**config.mk**
```make
export PLATFORM = sky130hd
export DESIGN_NAME = xmc_top
export DESIGN_NICKNAME = d
export VERILOG_FILES = /design/src/core/xmc_pkg.sv /design/src/core/xmc_regs.sv /design/src/core/xmc_wait.sv /design/src/core/xmc_top.sv
export SDC_FILE = /design/constraint.sdc
export NUM_CORES = 1
export LEC_CHECK = 0
export BUFFER_PORTS_ARGS = -buffer_cell sky130_fd_sc_hd__buf_4
export CELL_PAD_IN_SITES_DETAIL_PLACEMENT = 0
export CELL_PAD_IN_SITES_GLOBAL_PLACEMENT = 1
export CORE_MARGIN = 2
export CORE_UTILIZATION = 24
export CTS_BUF_LIST = sky130_fd_sc_hd__clkbuf_8 sky130_fd_sc_hd__clkbuf_16
export CTS_CLUSTER_DIAMETER = 120
export DETAILED_ROUTE_END_ITERATION = 10
export GPL_TIMING_DRIVEN = 0
export PLACE_DENSITY = 0.68
export SLEW_MARGIN = 20
export SYNTH_ARGS = -nofsm -noshare
export SYNTH_HDL_FRONTEND = slang
export SYNTH_SLANG_ARGS = --single-unit
```
**constraint.sdc**
```tcl
create_clock -name clk -period 3.1 [get_ports clk]
set_clock_uncertainty 0.2 [all_clocks]
set_input_delay 0.155 -clock clk [delete_from_list [all_inputs] [get_ports clk]]
set_output_delay 0.155 -clock clk [all_outputs]
set_load 0.03 [all_outputs]
```
**src/core/xmc_pkg.sv**
```systemverilog
// Overview of operation
// Enable bit 7 of control A turns on the interface and claims its pins.
// While enabled, interface pin control overrides port direction settings.
// Clearing enable returns the pins to normal port function and direction.
// Limit field bits 6:4 splits external space into lower and upper sectors.
// Limit zero gives one sector using the upper wait-state bits.
// Codes 00x: upper 0x2200-0xFFFF; 010..111 move upper start 0x4000..0xE000.
// Upper-sector wait count comes from control A bits 3:2.
// Lower-sector wait count comes from control A bits 1:0.
// Wait codes: none, one, two strobe cycles, two plus one idle cycle.
// Keeper bit 7 of control B holds the last driven value on released lines.
// The keeper works whether or not the interface is enabled.
// Control B bits 6:3 read zero; software should write zeros there.
// High mask bits 2:0 release top high-address pins; 111 releases all.
// Each access compares its address with the selected sector boundary.
package xmc_pkg;
  localparam int         ADDR_W          = 7;
  localparam int         DATA_W          = 8;
  localparam logic [6:0] OFF_CTRL_A      = 7'h74;
  localparam logic [6:0] OFF_CTRL_B      = 7'h75;
  localparam logic [7:0] CTRL_A_RESET    = 8'h00;
  localparam logic [7:0] CTRL_B_RESET    = 8'h00;
  localparam int         BIT_ENABLE      = 7;
  localparam int         LIMIT_HI        = 6;
  localparam int         LIMIT_LO        = 4;
  localparam int         UPPER_WS_HI     = 3;
  localparam int         UPPER_WS_LO     = 2;
  localparam int         LOWER_WS_HI     = 1;
  localparam int         LOWER_WS_LO     = 0;
  localparam int         BIT_KEEPER      = 7;
  localparam int         MASK_HI         = 2;
  localparam int         MASK_LO         = 0;
  localparam logic [7:0] CTRL_B_RW_MASK  = 8'h87;
  localparam logic [15:0] EXT_BASE       = 16'h2200;
  localparam logic [15:0] SECTOR_STEP    = 16'h2000;
  localparam logic [2:0] LIMIT_FIRST     = 3'h2;
  localparam logic [2:0] LIMIT_LAST      = 3'h7;
  localparam logic [15:0] UPPER_FIRST    = 16'h4000;
  localparam logic [15:0] UPPER_LAST     = 16'he000;
  localparam logic [2:0] MASK_ALL_FREE   = 3'h7;
  localparam logic [1:0] WS_NONE         = 2'h0;
  localparam logic [1:0] WS_ONE          = 2'h1;
  localparam logic [1:0] WS_TWO          = 2'h2;
  localparam logic [1:0] WS_TWO_IDLE     = 2'h3;
  localparam logic [1:0] STRETCH_MAX     = 2'h2;

  typedef enum logic [1:0] {XMC_IDLE, XMC_STROBE, XMC_RECOVER} xmc_state_t;

  // Upper sector start: 0x2200 for codes 00x, else 0x4000 + (code-2)*0x2000.
  function automatic logic [15:0] xmc_upper_start(input logic [2:0] code);
    logic [15:0] steps;
    steps = {13'h0000, code - LIMIT_FIRST};
    if (code < LIMIT_FIRST) begin
      return EXT_BASE;
    end
    return UPPER_FIRST + 16'(steps * SECTOR_STEP);
  endfunction : xmc_upper_start
endpackage : xmc_pkg

```
**src/core/xmc_regs.sv**
```systemverilog
`timescale 1ns/1ns
module xmc_regs
  import xmc_pkg::*;
(
  input  wire logic                        clk,
  input  wire logic                        rstn,
  input  wire logic                        ce,
  input  wire logic [xmc_pkg::ADDR_W-1:0]  reg_addr,
  input  wire logic [xmc_pkg::DATA_W-1:0]  reg_wdata,
  input  wire logic                        reg_wr,
  input  wire logic                        reg_rd,
  output logic      [xmc_pkg::DATA_W-1:0]  reg_rdata,
  output logic      [7:0]                  ctrl_a,
  output logic      [7:0]                  ctrl_b
);
  wire sel_a = (reg_addr == OFF_CTRL_A);
  wire sel_b = (reg_addr == OFF_CTRL_B);
  wire [7:0] rd_mux = sel_a ? ctrl_a : (sel_b ? ctrl_b : 8'h00);

  always_ff @(posedge clk) begin
    if (!rstn) begin
      ctrl_a    <= CTRL_A_RESET;
      ctrl_b    <= CTRL_B_RESET;
      reg_rdata <= 8'h00;
    end else if (ce) begin
      if (reg_wr && sel_a) begin
        ctrl_a <= reg_wdata;
      end
      // Reserved bits are never stored, so they read zero.
      if (reg_wr && sel_b) begin
        ctrl_b <= reg_wdata & CTRL_B_RW_MASK;
      end
      reg_rdata <= reg_rd ? rd_mux : 8'h00;
    end
  end

  property p_resv_zero;
    @(posedge clk) disable iff (!rstn) ctrl_b[6:3] == 4'h0;
  endproperty
  a_resv_zero: assert property (p_resv_zero) else $error("reserved bits nonzero");
endmodule : xmc_regs

```
**src/core/xmc_wait.sv**
```systemverilog
`timescale 1ns/1ns
module xmc_wait
  import xmc_pkg::*;
(
  input  wire logic        clk,
  input  wire logic        rstn,
  input  wire logic        ce,
  input  wire logic        start,
  input  wire logic [1:0]  ws_code,
  output logic             busy,
  output logic             strobe,
  output logic             done
);
  xmc_state_t state;
  logic [1:0] cnt;
  logic [1:0] code_q;
  wire  [1:0] stretch = (ws_code == WS_TWO_IDLE) ? STRETCH_MAX : ws_code;

  assign busy   = (state != XMC_IDLE);
  assign strobe = (state == XMC_STROBE);

  always_ff @(posedge clk) begin
    if (!rstn) begin
      state  <= XMC_IDLE;
      cnt    <= 2'h0;
      code_q <= WS_NONE;
      done   <= 1'b0;
    end else if (ce) begin
      done <= 1'b0;
      unique case (state)
        XMC_IDLE: begin
          if (start) begin
            state  <= XMC_STROBE;
            cnt    <= stretch;
            code_q <= ws_code;
          end
        end
        XMC_STROBE: begin
          if (cnt != 2'h0) begin
            cnt <= cnt - 2'h1;
          end else if (code_q == WS_TWO_IDLE) begin
            state <= XMC_RECOVER;
          end else begin
            state <= XMC_IDLE;
            done  <= 1'b1;
          end
        end
        XMC_RECOVER: begin
          state <= XMC_IDLE;
          done  <= 1'b1;
        end
        default: state <= XMC_IDLE;
      endcase
    end
  end
endmodule : xmc_wait

```
**src/core/xmc_top.sv**
```systemverilog
`timescale 1ns/1ns
module xmc_top
  import xmc_pkg::*;
(
  input  wire logic                        clk,
  input  wire logic                        rstn,
  input  wire logic                        ce,
  input  wire logic [xmc_pkg::ADDR_W-1:0]  reg_addr,
  input  wire logic [xmc_pkg::DATA_W-1:0]  reg_wdata,
  input  wire logic                        reg_wr,
  input  wire logic                        reg_rd,
  output logic      [xmc_pkg::DATA_W-1:0]  reg_rdata,
  input  wire logic                        acc_req,
  input  wire logic [15:0]                 acc_addr,
  output logic                             acc_busy,
  output logic                             acc_done,
  output logic                             acc_strobe,
  output logic                             acc_upper,
  output logic      [1:0]                  acc_wait_code,
  input  wire logic [7:0]                  port_ad_out,
  input  wire logic [7:0]                  port_ad_oe,
  input  wire logic [7:0]                  port_ha_out,
  input  wire logic [7:0]                  port_ha_oe,
  input  wire logic [7:0]                  if_ad_out,
  input  wire logic                        if_ad_drive,
  input  wire logic [7:0]                  mux_addr_data_lines_in,
  output logic      [7:0]                  mux_addr_data_lines_out,
  output logic      [7:0]                  mux_addr_data_lines_oe,
  output logic      [7:0]                  high_addr_lines_out,
  output logic      [7:0]                  high_addr_lines_oe,
  output logic                             ext_mem_enable,
  output logic                             bus_hold_enable,
  output logic      [7:0]                  high_addr_claimed
);
  logic [7:0] ctrl_a;
  logic [7:0] ctrl_b;
  logic [7:0] keep_val;
  logic       wait_busy;
  logic       wait_done;
  logic       wait_strobe;

  xmc_regs u_regs (
    .clk       (clk),
    .rstn      (rstn),
    .ce        (ce),
    .reg_addr  (reg_addr),
    .reg_wdata (reg_wdata),
    .reg_wr    (reg_wr),
    .reg_rd    (reg_rd),
    .reg_rdata (reg_rdata),
    .ctrl_a    (ctrl_a),
    .ctrl_b    (ctrl_b)
  );

  // ----------------------------------------------------------------
  // Field decode
  // ----------------------------------------------------------------
  wire [2:0] sector_limit_sel = ctrl_a[LIMIT_HI:LIMIT_LO];
  wire [1:0] upper_wait_sel   = ctrl_a[UPPER_WS_HI:UPPER_WS_LO];
  wire [1:0] lower_wait_sel   = ctrl_a[LOWER_WS_HI:LOWER_WS_LO];
  wire [2:0] high_addr_mask   = ctrl_b[MASK_HI:MASK_LO];

  assign ext_mem_enable  = ctrl_a[BIT_ENABLE];
  assign bus_hold_enable = ctrl_b[BIT_KEEPER];

  // ----------------------------------------------------------------
  // Sector selection
  // ----------------------------------------------------------------
  // Codes 00x give a boundary at the external base, so every external
  // address lands in the upper sector and uses its wait field.
  wire [15:0] upper_start = xmc_upper_start(sector_limit_sel); // see
  wire        in_upper    = (acc_addr >= upper_start);          // see
  wire [1:0]  sel_wait    = in_upper ? upper_wait_sel : lower_wait_sel; // see
  wire        start_acc   = acc_req && ext_mem_enable && !wait_busy;

  assign acc_busy   = wait_busy;
  assign acc_done   = wait_done;
  assign acc_strobe = wait_strobe;

  xmc_wait u_wait (
    .clk     (clk),
    .rstn    (rstn),
    .ce      (ce),
    .start   (start_acc),
    .ws_code (sel_wait),
    .busy    (wait_busy),
    .strobe  (wait_strobe),
    .done    (wait_done)
  );

  always_ff @(posedge clk) begin
    if (!rstn) begin
      acc_upper     <= 1'b0;
      acc_wait_code <= WS_NONE;
    end else if (ce && start_acc) begin
      acc_upper     <= in_upper;
      acc_wait_code <= sel_wait;
    end
  end

  // ----------------------------------------------------------------
  // Pin ownership
  // ----------------------------------------------------------------
  // Mask code n leaves the low 8-n pins with the interface; code 7 frees all.
  wire [3:0] kept_pins  = 4'h8 - {1'b0, high_addr_mask};
  wire [7:0] kept_mask  = (high_addr_mask == MASK_ALL_FREE) ? 8'h00 : 8'((9'h001 << kept_pins) - 9'h001);
  assign high_addr_claimed = ext_mem_enable ? kept_mask : 8'h00;

  wire [7:0] ad_claim = {8{ext_mem_enable}};
  wire [7:0] ad_oe    = ext_mem_enable ? {8{if_ad_drive}} : port_ad_oe; // see
  wire [7:0] ad_val   = ext_mem_enable ? if_ad_out : port_ad_out;

  // The keeper weakly re-drives the last sampled level; modelled as a drive
  // of the held value whenever nobody else drives the lines.
  wire [7:0] keep_oe  = bus_hold_enable ? ~ad_oe : 8'h00;      // see
  assign mux_addr_data_lines_oe  = ad_oe | keep_oe;
  assign mux_addr_data_lines_out = (ad_oe & ad_val) | (keep_oe & keep_val);

  always_ff @(posedge clk) begin
    if (!rstn) begin
      keep_val <= 8'h00;
    end else if (ce) begin
      keep_val <= mux_addr_data_lines_in;
    end
  end

  assign high_addr_lines_out = (high_addr_claimed & acc_addr[15:8]) | (~high_addr_claimed & port_ha_out);
  assign high_addr_lines_oe  = high_addr_claimed | (~high_addr_claimed & port_ha_oe); // see

  // ----------------------------------------------------------------
  // Checks
  // ----------------------------------------------------------------
  property p_ad_claim;
    @(posedge clk) disable iff (!rstn) (ext_mem_enable && !bus_hold_enable) |->
      (mux_addr_data_lines_oe == (ad_claim & {8{if_ad_drive}}));
  endproperty
  a_ad_claim: assert property (p_ad_claim) else $error("ad lines not claimed");

  property p_release;
    @(posedge clk) disable iff (!rstn) (!ext_mem_enable && !bus_hold_enable) |-> (mux_addr_data_lines_oe == port_ad_oe);
  endproperty
  a_release: assert property (p_release) else $error("port direction not restored");

  property p_enable_bit;
    @(posedge clk) disable iff (!rstn) (ce && reg_wr && reg_addr == OFF_CTRL_A) |=>
      (ext_mem_enable == $past(reg_wdata[BIT_ENABLE]));
  endproperty
  a_enable_bit: assert property (p_enable_bit) else $error("enable bit mismatch");

  property p_single_sector;
    @(posedge clk) disable iff (!rstn) (sector_limit_sel[2:1] == 2'h0 && acc_addr >= EXT_BASE) |-> (sel_wait == upper_wait_sel);
  endproperty
  a_single_sector: assert property (p_single_sector) else $error("single sector not upper");

  property p_lower;
    @(posedge clk) disable iff (!rstn) (sector_limit_sel == LIMIT_LAST && acc_addr < UPPER_LAST) |->
      (sel_wait == lower_wait_sel);
  endproperty
  a_lower: assert property (p_lower) else $error("lower sector wrong");

  property p_upper;
    @(posedge clk) disable iff (!rstn) (sector_limit_sel == LIMIT_FIRST && acc_addr >= UPPER_FIRST) |->
      (sel_wait == upper_wait_sel);
  endproperty
  a_upper: assert property (p_upper) else $error("upper sector wrong");

  property p_ws_none;
    @(posedge clk) disable iff (!rstn) (ce && start_acc && sel_wait == WS_NONE) ##1 ce |=> wait_done;
  endproperty
  a_ws_none: assert property (p_ws_none) else $error("zero wait length wrong");

  property p_ws_idle;
    @(posedge clk) disable iff (!rstn) (start_acc && sel_wait == WS_TWO_IDLE && ce) ##1 (ce [*4]) |=> wait_done;
  endproperty
  a_ws_idle: assert property (p_ws_idle) else $error("idle cycle missing");

  property p_ws_one;
    @(posedge clk) disable iff (!rstn) (start_acc && sel_wait == WS_ONE && ce) ##1 (ce [*2]) |=> wait_done;
  endproperty
  a_ws_one: assert property (p_ws_one) else $error("one wait length wrong");

  property p_ws_two;
    @(posedge clk) disable iff (!rstn) (start_acc && sel_wait == WS_TWO && ce) ##1 (ce [*3]) |=> wait_done;
  endproperty
  a_ws_two: assert property (p_ws_two) else $error("two wait length wrong");

  // A done that lasted two cycles would let the core count one access twice.
  property p_done_pulse;
    @(posedge clk) disable iff (!rstn) (wait_done && ce) |=> !wait_done;
  endproperty
  a_done_pulse: assert property (p_done_pulse) else $error("done longer than one cycle");

  property p_refuse;
    @(posedge clk) disable iff (!rstn) (!ext_mem_enable && !wait_busy) |=> !wait_busy;
  endproperty
  a_refuse: assert property (p_refuse) else $error("access started while disabled");

  property p_high_drive;
    @(posedge clk) disable iff (!rstn) ext_mem_enable |->
      ((high_addr_lines_out & high_addr_claimed) == (acc_addr[15:8] & high_addr_claimed));
  endproperty
  a_high_drive: assert property (p_high_drive) else $error("high address not driven");

  property p_high_free;
    @(posedge clk) disable iff (!rstn) !ext_mem_enable |->
      (high_addr_lines_oe == port_ha_oe && high_addr_lines_out == port_ha_out);
  endproperty
  a_high_free: assert property (p_high_free) else $error("high port not restored");

  property p_mask_none;
    @(posedge clk) disable iff (!rstn) (ext_mem_enable && high_addr_mask == 3'h0) |-> (high_addr_claimed == 8'hff);
  endproperty
  a_mask_none: assert property (p_mask_none) else $error("mask 0 drops pins");

  // The held level must be the one the lines showed at the previous edge.
  property p_keep_value;
    @(posedge clk) disable iff (!rstn) ce ##1 (bus_hold_enable && ad_oe == 8'h00) |->
      (mux_addr_data_lines_out == $past(mux_addr_data_lines_in));
  endproperty
  a_keep_value: assert property (p_keep_value) else $error("keeper lost the level");

  property p_mask_all;
    @(posedge clk) disable iff (!rstn) (high_addr_mask == 3'h7) |-> (high_addr_claimed == 8'h00);
  endproperty
  a_mask_all: assert property (p_mask_all) else $error("mask 7 still drives");

  property p_keeper;
    @(posedge clk) disable iff (!rstn) (bus_hold_enable && !ext_mem_enable && port_ad_oe == 8'h00) |-> (mux_addr_data_lines_oe == 8'hff);
  endproperty
  a_keeper: assert property (p_keeper) else $error("keeper inactive");

  c_upper: cover property (@(posedge clk) start_acc && in_upper);
  c_lower: cover property (@(posedge clk) start_acc && !in_upper);
  c_idle:  cover property (@(posedge clk) start_acc && sel_wait == WS_TWO_IDLE);
  c_keep:  cover property (@(posedge clk) bus_hold_enable && !ext_mem_enable && ad_oe == 8'h00);
endmodule : xmc_top

```
-- Yosys cells after proc, flatten, opt, wreduce, memory -nomap -nowiden
Cells that the tools add are included.
Widths: inputs -> output; s select.
- input port bits: 86
- word-level logic and storage cells: 77
- output and inout bits: 56
- register bits after elaboration: 38
- bitwise logic cells: 11
- reductions and logical operators: 15
- eq/ne operators: 10
- order comparisons: 2
- add/sub/neg operators: 5
- muxes and demuxes: 23
- shifts and indexed selects: 1
- operator list (operator ; count):
    $mux 8 ; 8
    $and 8x8->8 ; 5
    $mux 16 ; 2
    $or 8x8->8 ; 4
    $add 15x16->16 const A ; 1
    $ge 16x16->1 ; 1
    $not 8->8 ; 2
    $eq 7x7->1 const B ; 2
    $mux 2 ; 7
    $pmux 2 s2 ; 2
    $shl 1x4->8 const A ; 1
    $sub 8x1->8 const B ; 1
    $eq 2x2->1 const B ; 3
    $reduce_and 3->1 ; 2
    $reduce_bool 2->1 ; 3
    $logic_and 1x1->1 ; 5
    $ne 2x2->1 const B ; 2
    $reduce_and 2->1 ; 2
    $reduce_and 4->1 ; 1
    $sub 4x3->4 const A ; 1
    $eq 3x3->1 const B ; 1
    $lt 3x2->1 const B ; 1
    $mux 1 ; 3
    $sub 3x2->3 const B ; 1
    other kinds (6) ; 6

-- Longest topological paths before layout
Gate-level depths: netlist of run 1.
- word-level depth: 9
- gate-level depth with buffers: 9
- depth with buffers taken out: 9

-- Cells and area by module
A second synthesis of run 1 with hierarchy kept.
- cell total of the unflattened synthesis: 320
- area, all modules: 2549.9 µm²
- by module, submodules not included (module ; sequential area each (µm²) ; area an instance (µm²) ; cells each ; times used):
    xmc_top ; 220.2 ; 1192.4 ; 170 ; 1
    xmc_regs ; 400.4 ; 928.4 ; 101 ; 1
    xmc_wait ; 140.1 ; 429.2 ; 49 ; 1

-- Worst setup path before layout of run 1
Ideal clock, no wire load.
- kind: reg2out
- from: reg u_regs.ctrl_a[7]
- to: out high_addr_lines_out[4]
- data arrival time: 2.023 ns
- path slack: 0.722 ns
- stages on the path, launching flop included: 6
- data required time: 2.745 ns
- buffers on the path: 0
- cells stage by stage: dfxtp_1 a21boi_1 o21ai_1 inv_1 nand2_1 nand2_1
- word-level cells in the longest chain between the ends: 4
- elaborated cells on any way between the ends: 5
- classes of those cells: mux (1); bitwise (4)
- ends and longest elaborated chain (item ; RTL line ; source):
    start, declared ; xmc_regs.sv:13 ; output logic [7:0] ctrl_a,
    start signal, assigned ; xmc_regs.sv:27 ; ctrl_a <= reg_wdata;
    $mux 8 (*) ; xmc_top.sv:107 ; assign high_addr_claimed = ext_mem_enable ? kept_mask : 8'h00;
    net high_addr_claimed[4] ; xmc_top.sv:33 ; output logic [7:0] high_addr_claimed
    $not 8->8 ; xmc_top.sv:127 ; assign high_addr_lines_out = (high_addr_claimed & acc_addr[15:8]) | (~high_addr_claimed & port_ha_out);
    $and 8x8->8 ; xmc_top.sv:127 ;
    $or 8x8->8 (*) ; xmc_top.sv:127 ;
    end, declared ; xmc_top.sv:29 ; output logic [7:0] high_addr_lines_out,
Mark *: on every way through the listed nets, which the timed path passes. The rest lies on a longest branch.

-- Worst setup path in the final report of run 1
- from: reg u_regs.ctrl_a[7]
- to: out high_addr_lines_out[1]
- word-level cells in the longest chain between the ends: 4
- elaborated cells on any way between the ends: 5
- classes of those cells: mux (1); bitwise (4)
- ends and longest elaborated chain (item ; RTL line):
    $mux 8 (*) ; xmc_top.sv:107
    $not 8->8 ; xmc_top.sv:127
    $and 8x8->8 ; xmc_top.sv:127
    $or 8x8->8 (*) ; xmc_top.sv:127
Mark *: on every way between the ends. The rest lies on a longest branch, timed or not.

==> results of run 1 <==
==> worst reg2reg max path: cells and delay by family, from the launching register on <==
kind	cells	cell delay, ps
flip-flops	1	420
adder cells (fa/ha/maj)	2	510
AO/OA/AOI/OAI	3	600
buffers and inverters	1	60
multiplexers	1	360
AND/OR/NAND/NOR	1	250
==> through the flow <==
step                      worst slack [ps]  cells
after CTS                            427.1    592
after detailed placement             558.5    568
after floorplan                      721.8    297
after global placement               564.3    568
final                                440.1    592
after global routing                 312.2    592
==> layout by cell type (no fill, tap or decap), types with 5 or more instances in the layout <==
master,instances
clkbuf_8,5
inv_1,20
nand2_1,19
dlygate4sd3_1,16
mux2i_1,27
mux2_1,7
nor2_1,28
nand3_1,5
clkbuf_1,12
o21ai_0,13
dfxtp_1,38
or2_1,5
a211oi_1,10
buf_4,139
nor2b_1,31
ha_1,10
a22oi_1,5
nand2b_1,7
a21oi_1,30
==> how the worst max path moves through the flow <==
stage	endpoint	slack (ps)	cells after the start
2_1_floorplan	high_addr_lines_out[4]	720	5
3_3_place_gp	acc_wait_code[1]	560	8
3_5_place_dp	acc_wait_code[1]	560	8
4_1_cts	high_addr_lines_out[1]	430	5
5_1_grt	high_addr_lines_out[1]	310	5
6_report	high_addr_lines_out[1]	440	5
==> where the power goes <==
| group | leakage [nW] | switching, mW | internal, mW | total, mW |
|---|---|---|---|---|
| registers | 0.308 | 0.00330 | 0.494 | 0.497 |
| logic | 1.38 | 0.120 | 0.140 | 0.260 |
| clock network | 0.0504 | 0.197 | 0.240 | 0.437 |
==> area by class of cell <==
| class | instances | area, um2 | share of cell area |
|---|---|---|---|
| Sequential cell | 38 | 760.7 | 0.1970 |
| Multi-Input combinational cell | 224 | 1488 | 0.3853 |
| Buffer | 14 | 57.56 | 0.01491 |
| Timing Repair Buffer | 154 | 1196 | 0.3098 |
| Inverter | 21 | 78.83 | 0.02041 |
| Clock inverter | 3 | 45.04 | 0.01167 |
| Clock buffer | 5 | 68.82 | 0.01782 |
| Tap cell | 133 | 166.4 | 0.04310 |
==> state kept, by name, summed over array words and instances (netlist names) <==
name              cells
acc_upper             1
acc_wait_code         2
keep_val              8
u_regs.ctrl_a         8
u_regs.ctrl_b         4
u_regs.reg_rdata      8
u_wait.cnt            2
u_wait.code_q         2
u_wait.done           1
u_wait.state          2
==> layer usage <==
| metal | share of wire | GRT usage |
|---|---|---|
| met1 | 0.43 | 0.1881 |
| met2 | 0.47 | 0.2729 |
| met3 | 0.077 | 0.04154 |
| met4 | 0.020 | 0.05212 |
| met5 | 0 | 0 |
==> what timing repair did <==
| action | 4_1_cts | 5_1_grt |
|---|---|---|
| endpoints found under the hold margin | 20 | 0 |
| gates resized for setup | 0 | 0 |
| hold buffers | 16 | 0 |
==> cell families (layout without fill, tap and decap cells) <==
logic type	Yosys count	after routing	share of synthesized area
buffers and inverters	35	197	0.05718
AOI/OAI and AO/OA	70	70	0.1779
DFF	38	38	0.3190
muxes	34	34	0.1464
adders and majority gates	10	10	0.05247
other	1	1	0.001572
and+or+nand+nor	108	108	0.2419
xor gates and xnor gates	1	1	0.003673
==> key figures, run 1 <==
Critical path
  • CP arrival: 2300 ps
  • Crit path launch: u_regs.ctrl_a[7]
  • R2R depth: 8
  • Worst EP required: 2740 ps
  • Critical R2R Capture: acc_wait_code[1]
  • Slowest stage delay, CP: 440 ps
  • Crit-path leading delay family: buffers and inverters
  • WP buf/inv: 2
  • Worst r2r src: u_regs.ctrl_a[5]
  • Flop2flop setup slack: 570 ps
  • CP Class: reg -> out
  • Critical path cell sequence: clkbuf_1, nand2_1, nor2_1, mux2_1, buf_4
  • CP max FO: 10
  • Crit end category: output port
  • Startpoint types: flip-flop
  • Max stage delay cell, worst path: dfxtp_1

Die
  • Die area: 0.01075 mm2
  • Die Ht: 103.7 um
  • CORE AREA: 0.009729 mm2
  • # IOs: 142
  • Row cnt: 36
  • Initial core utilization: 0.2451
  • Chip width: 103.7 um

Timing
  • Slew headroom: 0.6487
  • Final setup vio count: 0
  • Tcrit/Tclk final: 0.8580
  • Hold Vio Cnt, Final: 0
  • Worst hold slack: 86.97 ps
  • Tmin final: 2660 ps
  • Slew at the pin closest to its max-slew limit: 526.9 ps
  • Count of pins over their slew limit: 0
  • Setup TNS: 0 ps
  • Unrepaired setup endpoints after global routing: no
  • Fmax: 0.3760 GHz

Synth
  • Syn nets: 393
  • Synth top area cells: dfxtp_1 (32%), mux2i_1 (11%), nor2b_1 (8.1%)
  • Synthesized flop and latch total: 38
  • Asr flop ratio synth: 0
  • Synth Cell Area: 0.002385 mm2
  • Leading cell types by count after synthesis: dfxtp_1 (38), nor2b_1 (31), a21oi_1 (30)
  • Post-synthesis sequential area ratio: 0.3190
  • Fraction of synthesized cell area taken by the top area cell type: 0.3190
  • Post-synthesis cell type count: 41
  • Synth area leader: dfxtp_1
  • Most used flip-flop cell after synthesis: dfxtp_1
  • Ys Warns: 0
  • Post-synth EDFFs: 0
  • Post-Syn Instances: 297
  • Syn avg cell area: 8.030 um2
  • Top-count cell post-synth: dfxtp_1

CTS
  • Max Buffers Root-to-Sink: 2
  • Total CTS buffers: 5
  • Clk sinks: 38
  • Clock-pin slew on the worst setup and hold paths: 80 ps
  • Clock Latency Late Sink: 300 ps
  • CTS root buf: clkbuf_8
  • Setup bufs post-CTS: 0
  • H-tree depth: 2
  • CTS tree: done

Routing
  • Post-route ant nets: 0
  • DRT iter0 DRCs: 127
  • Vias per std cell: 4.500
  • Routed WL per cell: 14.48 um
  • Total Wirelength: 8573 um
  • Detailed-route DRC error count: 0
  • Via Count: 2,664
  • DRT Pass-1 Iters: 4

Placed design
  • HPWL after DPL: 6869 um
  • Placed cell area: 0.003587 mm2
  • Routability congestion estimate: 0.8321
  • Port buffer count: 138

Min path
  • Hold crit path type: in -> reg
  • Worst hold path cell count: 2
  • Worst Hold End: u_regs.ctrl_a[7]
  • Hold_sp: rstn

Power
  • Total power divided by cell area: 309.4 mW/mm2
  • Total power: 1.195 mW
  • Maximum VDD drop: 0.1947 mV
  • Static Leak: 1.734 nW

Final layout
  • Design Area, Final: 0.003861 mm2
  • Final core occ: 0.3969
  • Inserted Diodes: 0
  • Area delta synth->final: 61.91%
  • # fillers: 1,036
  • Share of cells above drive strength 1: 0.3399
  • Final net count: 554

GRT
  • Vias in the first global route: 2,618
  • Initial antenna violation count: 0
  • Gr ovfl total: 0
  • Largest net degree at the start of global routing: 14
  • First-pass GRT wire length: 13,610 um
  • Overall routing resource usage: 0.1571

Run
  • Max Cap Viol: 0

Run status
  • Status: complete, no violations
(Power assumes the default switching activity.)
==> run 2, diff against run 1 <==
==> constraint.sdc (replaced) <==
create_clock -name clk -period 3.1 [get_ports clk]
set_clock_uncertainty 0.2 [all_clocks]
set_input_delay 0.155 -clock clk [delete_from_list [all_inputs] [get_ports clk]]
set_output_delay 0.155 -clock clk [all_outputs]
set_load 0.1 [all_outputs]
==> key figures, run 2 (synthesis gave the netlist of run 1 again) <==
Run status
  • Status: complete, no violations

Routing
  • DRT Pass-1 Iters: 4 (unchanged)
  • Detailed-route DRC error count: 0 (unchanged)
  • Via Count: 2,619 (-1.7%)
  • DRT iter0 DRCs: 98 (-23%)
  • Post-route ant nets: 0 (unchanged)
  • Vias per std cell: 4.424 (-1.7%)
  • Routed WL per cell: 14.07 um (-2.8%)
  • Total Wirelength: 8331 um (-2.8%)

CTS
  • CTS tree: done
  • Clock-pin slew on the worst setup and hold paths: 80 ps (about the same)
  • H-tree depth: 2 (unchanged)
  • Max Buffers Root-to-Sink: 2 (unchanged)
  • Clock Latency Late Sink: 300 ps (about the same)
  • Clk sinks: 38 (unchanged)
  • Total CTS buffers: 5 (unchanged)
  • CTS root buf: clkbuf_8

Timing
  • Worst hold slack: 55.60 ps (-31.37 ps)
  • Unrepaired setup endpoints after global routing: no
  • Tcrit/Tclk final: 0.8154 (-0.04259)
  • Tmin final: 2528 ps (-132.0 ps)
  • Hold Vio Cnt, Final: 0 (unchanged)
  • Fmax: 0.3956 GHz (+5.2%)
  • Final setup vio count: 0 (unchanged)
  • Slew headroom: 0.6246 (-0.02414)
  • Slew at the pin closest to its max-slew limit: 563.1 ps (+36.20 ps)
  • Count of pins over their slew limit: 0 (unchanged)

Power
  • Static Leak: 1.756 nW (+1.3%)
  • Power share of the combinational group: 0.269 (+0.051)
  • Total power divided by cell area: 359.4 mW/mm2 (+16%)
  • Clk pwr share: 0.379 (+0.013)
  • Sequential Power Share: 0.352 (-0.064)
  • Net Sw Frac: 0.3069 (+0.03829)
  • P_int: 978.5 uW (+12%)
  • NetSw: 433.2 uW (+35%)
  • Total power: 1.412 mW (+18%)
  • Maximum VDD drop: 0.1917 mV (-1.5%)

Die
  • Die Ht: 103.7 um (unchanged)
  • CORE AREA: 0.009729 mm2 (unchanged)
  • Die area: 0.01075 mm2 (unchanged)
  • Row cnt: 36 (unchanged)
  • Initial core utilization: 0.2451 (unchanged)
  • Chip width: 103.7 um (unchanged)
  • # IOs: 142 (unchanged)

Final layout
  • Commonest non-fill, non-tap cells in the layout: buf_4 (139), dfxtp_1 (37), nor2b_1 (31)
  • Inserted Diodes: 0 (unchanged)
  • Share of cells above drive strength 1: 0.3529 (+0.01307)
  • Biggest regs: keep_val x8, u_regs.ctrl_a x8, u_regs.reg_rdata x8
  • Commonest non-fill, non-tap cell in the layout: buf_4
  • Final net count: 554 (unchanged)
  • Design Area, Final: 0.003928 mm2 (+1.7%)
  • Area delta synth->final: 64.69%

GRT
  • Largest net degree at the start of global routing: 13 (-1)
  • Gr ovfl total: 0 (unchanged)
  • Vias in the first global route: 2,655 (+1.4%)
  • Initial antenna violation count: 0 (unchanged)
  • First-pass GRT wire length: 13,700 um (+0.66%)
  • Overall routing resource usage: 0.1559 (-0.001213)

Critical path
  • Worst EP required: 3070 ps (+330 ps)
  • Crit end category: flip-flop
  • Startpoint types: flip-flop
  • CP max FO: 5 (-5)
  • CP Class: reg -> reg
  • CP arrival: 2500 ps (+200 ps)

Placed design
  • HPWL after DPL: 6655 um (-3.1%)
  • Placed cell area: 0.003625 mm2 (+1.0%)
  • Port buffer count: 138 (unchanged)
  • Routability congestion estimate: 0.8166 (-1.9%)

Min path
  • Hold crit path type: in -> reg

Run
  • Max Cap Viol: 0 (unchanged)
run 2: cell types whose count changed in the layout (fill, tap and decap cells not counted), moves of 2 or more:
cell / before / now
o21ai_1: 2 / 8
nor2_1: 28 / 26
o21ai_0: 13 / 7
clkinvlp_4: 2 / 0
run 2: layout make-up:
class	instances	area, um2
flip-flops and latches	38	762.0
fillers	1039	5802
clock inverters	2	60.06
multi-input cells	224	1524
plain buffers	14	57.56
well taps	133	166.4
inverters	21	78.83
repair buffers	154	1196
clock buffers	6	82.58
run 2: critical path, stage by stage, from the launching register on:
cell	delay [ps]
dfxtp_1	410
inv_1	60
ha_1	300
xor2_1	130
nand2b_1	70
ha_1	300
nand3_1	100
o21ai_2	320
mux2i_1	380
a21oi_1	110
run 2: path summary, 6_finish.rpt:
path                                    endpoint  slack, ps  cells past startpoint        startpoint
worst min register to register   u_wait.state[1]        280                      2   u_wait.state[1]
worst max-delay path               u_wait.cnt[1]        570                      9  u_regs.ctrl_a[5]
worst max register to register     u_wait.cnt[1]        570                      9  u_regs.ctrl_a[5]
worst min-delay path            u_regs.ctrl_a[7]         60                      2              rstn
run 2: what timing repair did:
item                      CTS  global route
gates resized for setup     0             0
buffers inserted            0             0
hold buffers               16             0
hold endpoints to repair   20             0
run 2: per-layer routing:
| layer | up-vias | share of wire | global-route usage |
|---|---|---|---|
| li1 | 1331 | - | - |
| met1 | 1185 | 0.44 | 0.1915 |
| met2 | 95 | 0.48 | 0.2701 |
| met3 | 8 | 0.067 | 0.03902 |
| met4 | 0 | 0.014 | 0.04440 |
| met5 | - | 0 | 0 |
run 2: power groups by stage:
stage          clock network (mW)  logic, mW  registers, mW
6_report                    0.535      0.380          0.497
5_1_grt                     0.570      0.399          0.498
4_1_cts                     0.544      0.382          0.497
3_5_place_dp                    0      0.364          0.509
3_3_place_gp                    0      0.363          0.509
2_1_floorplan                   0      0.230          0.508
run 2: metrics by stage:
stage	setup slack (ps)	util	TNS, ps	cells
global route	306.1	0.4037	0	592
floorplan	-350.8	-	-3158	297
CTS	532.8	0.4037	0	592
global placement	575.5	0.3726	0	568
finish	572.1	0.4037	0	592
detailed placement	545.0	0.3726	0	568
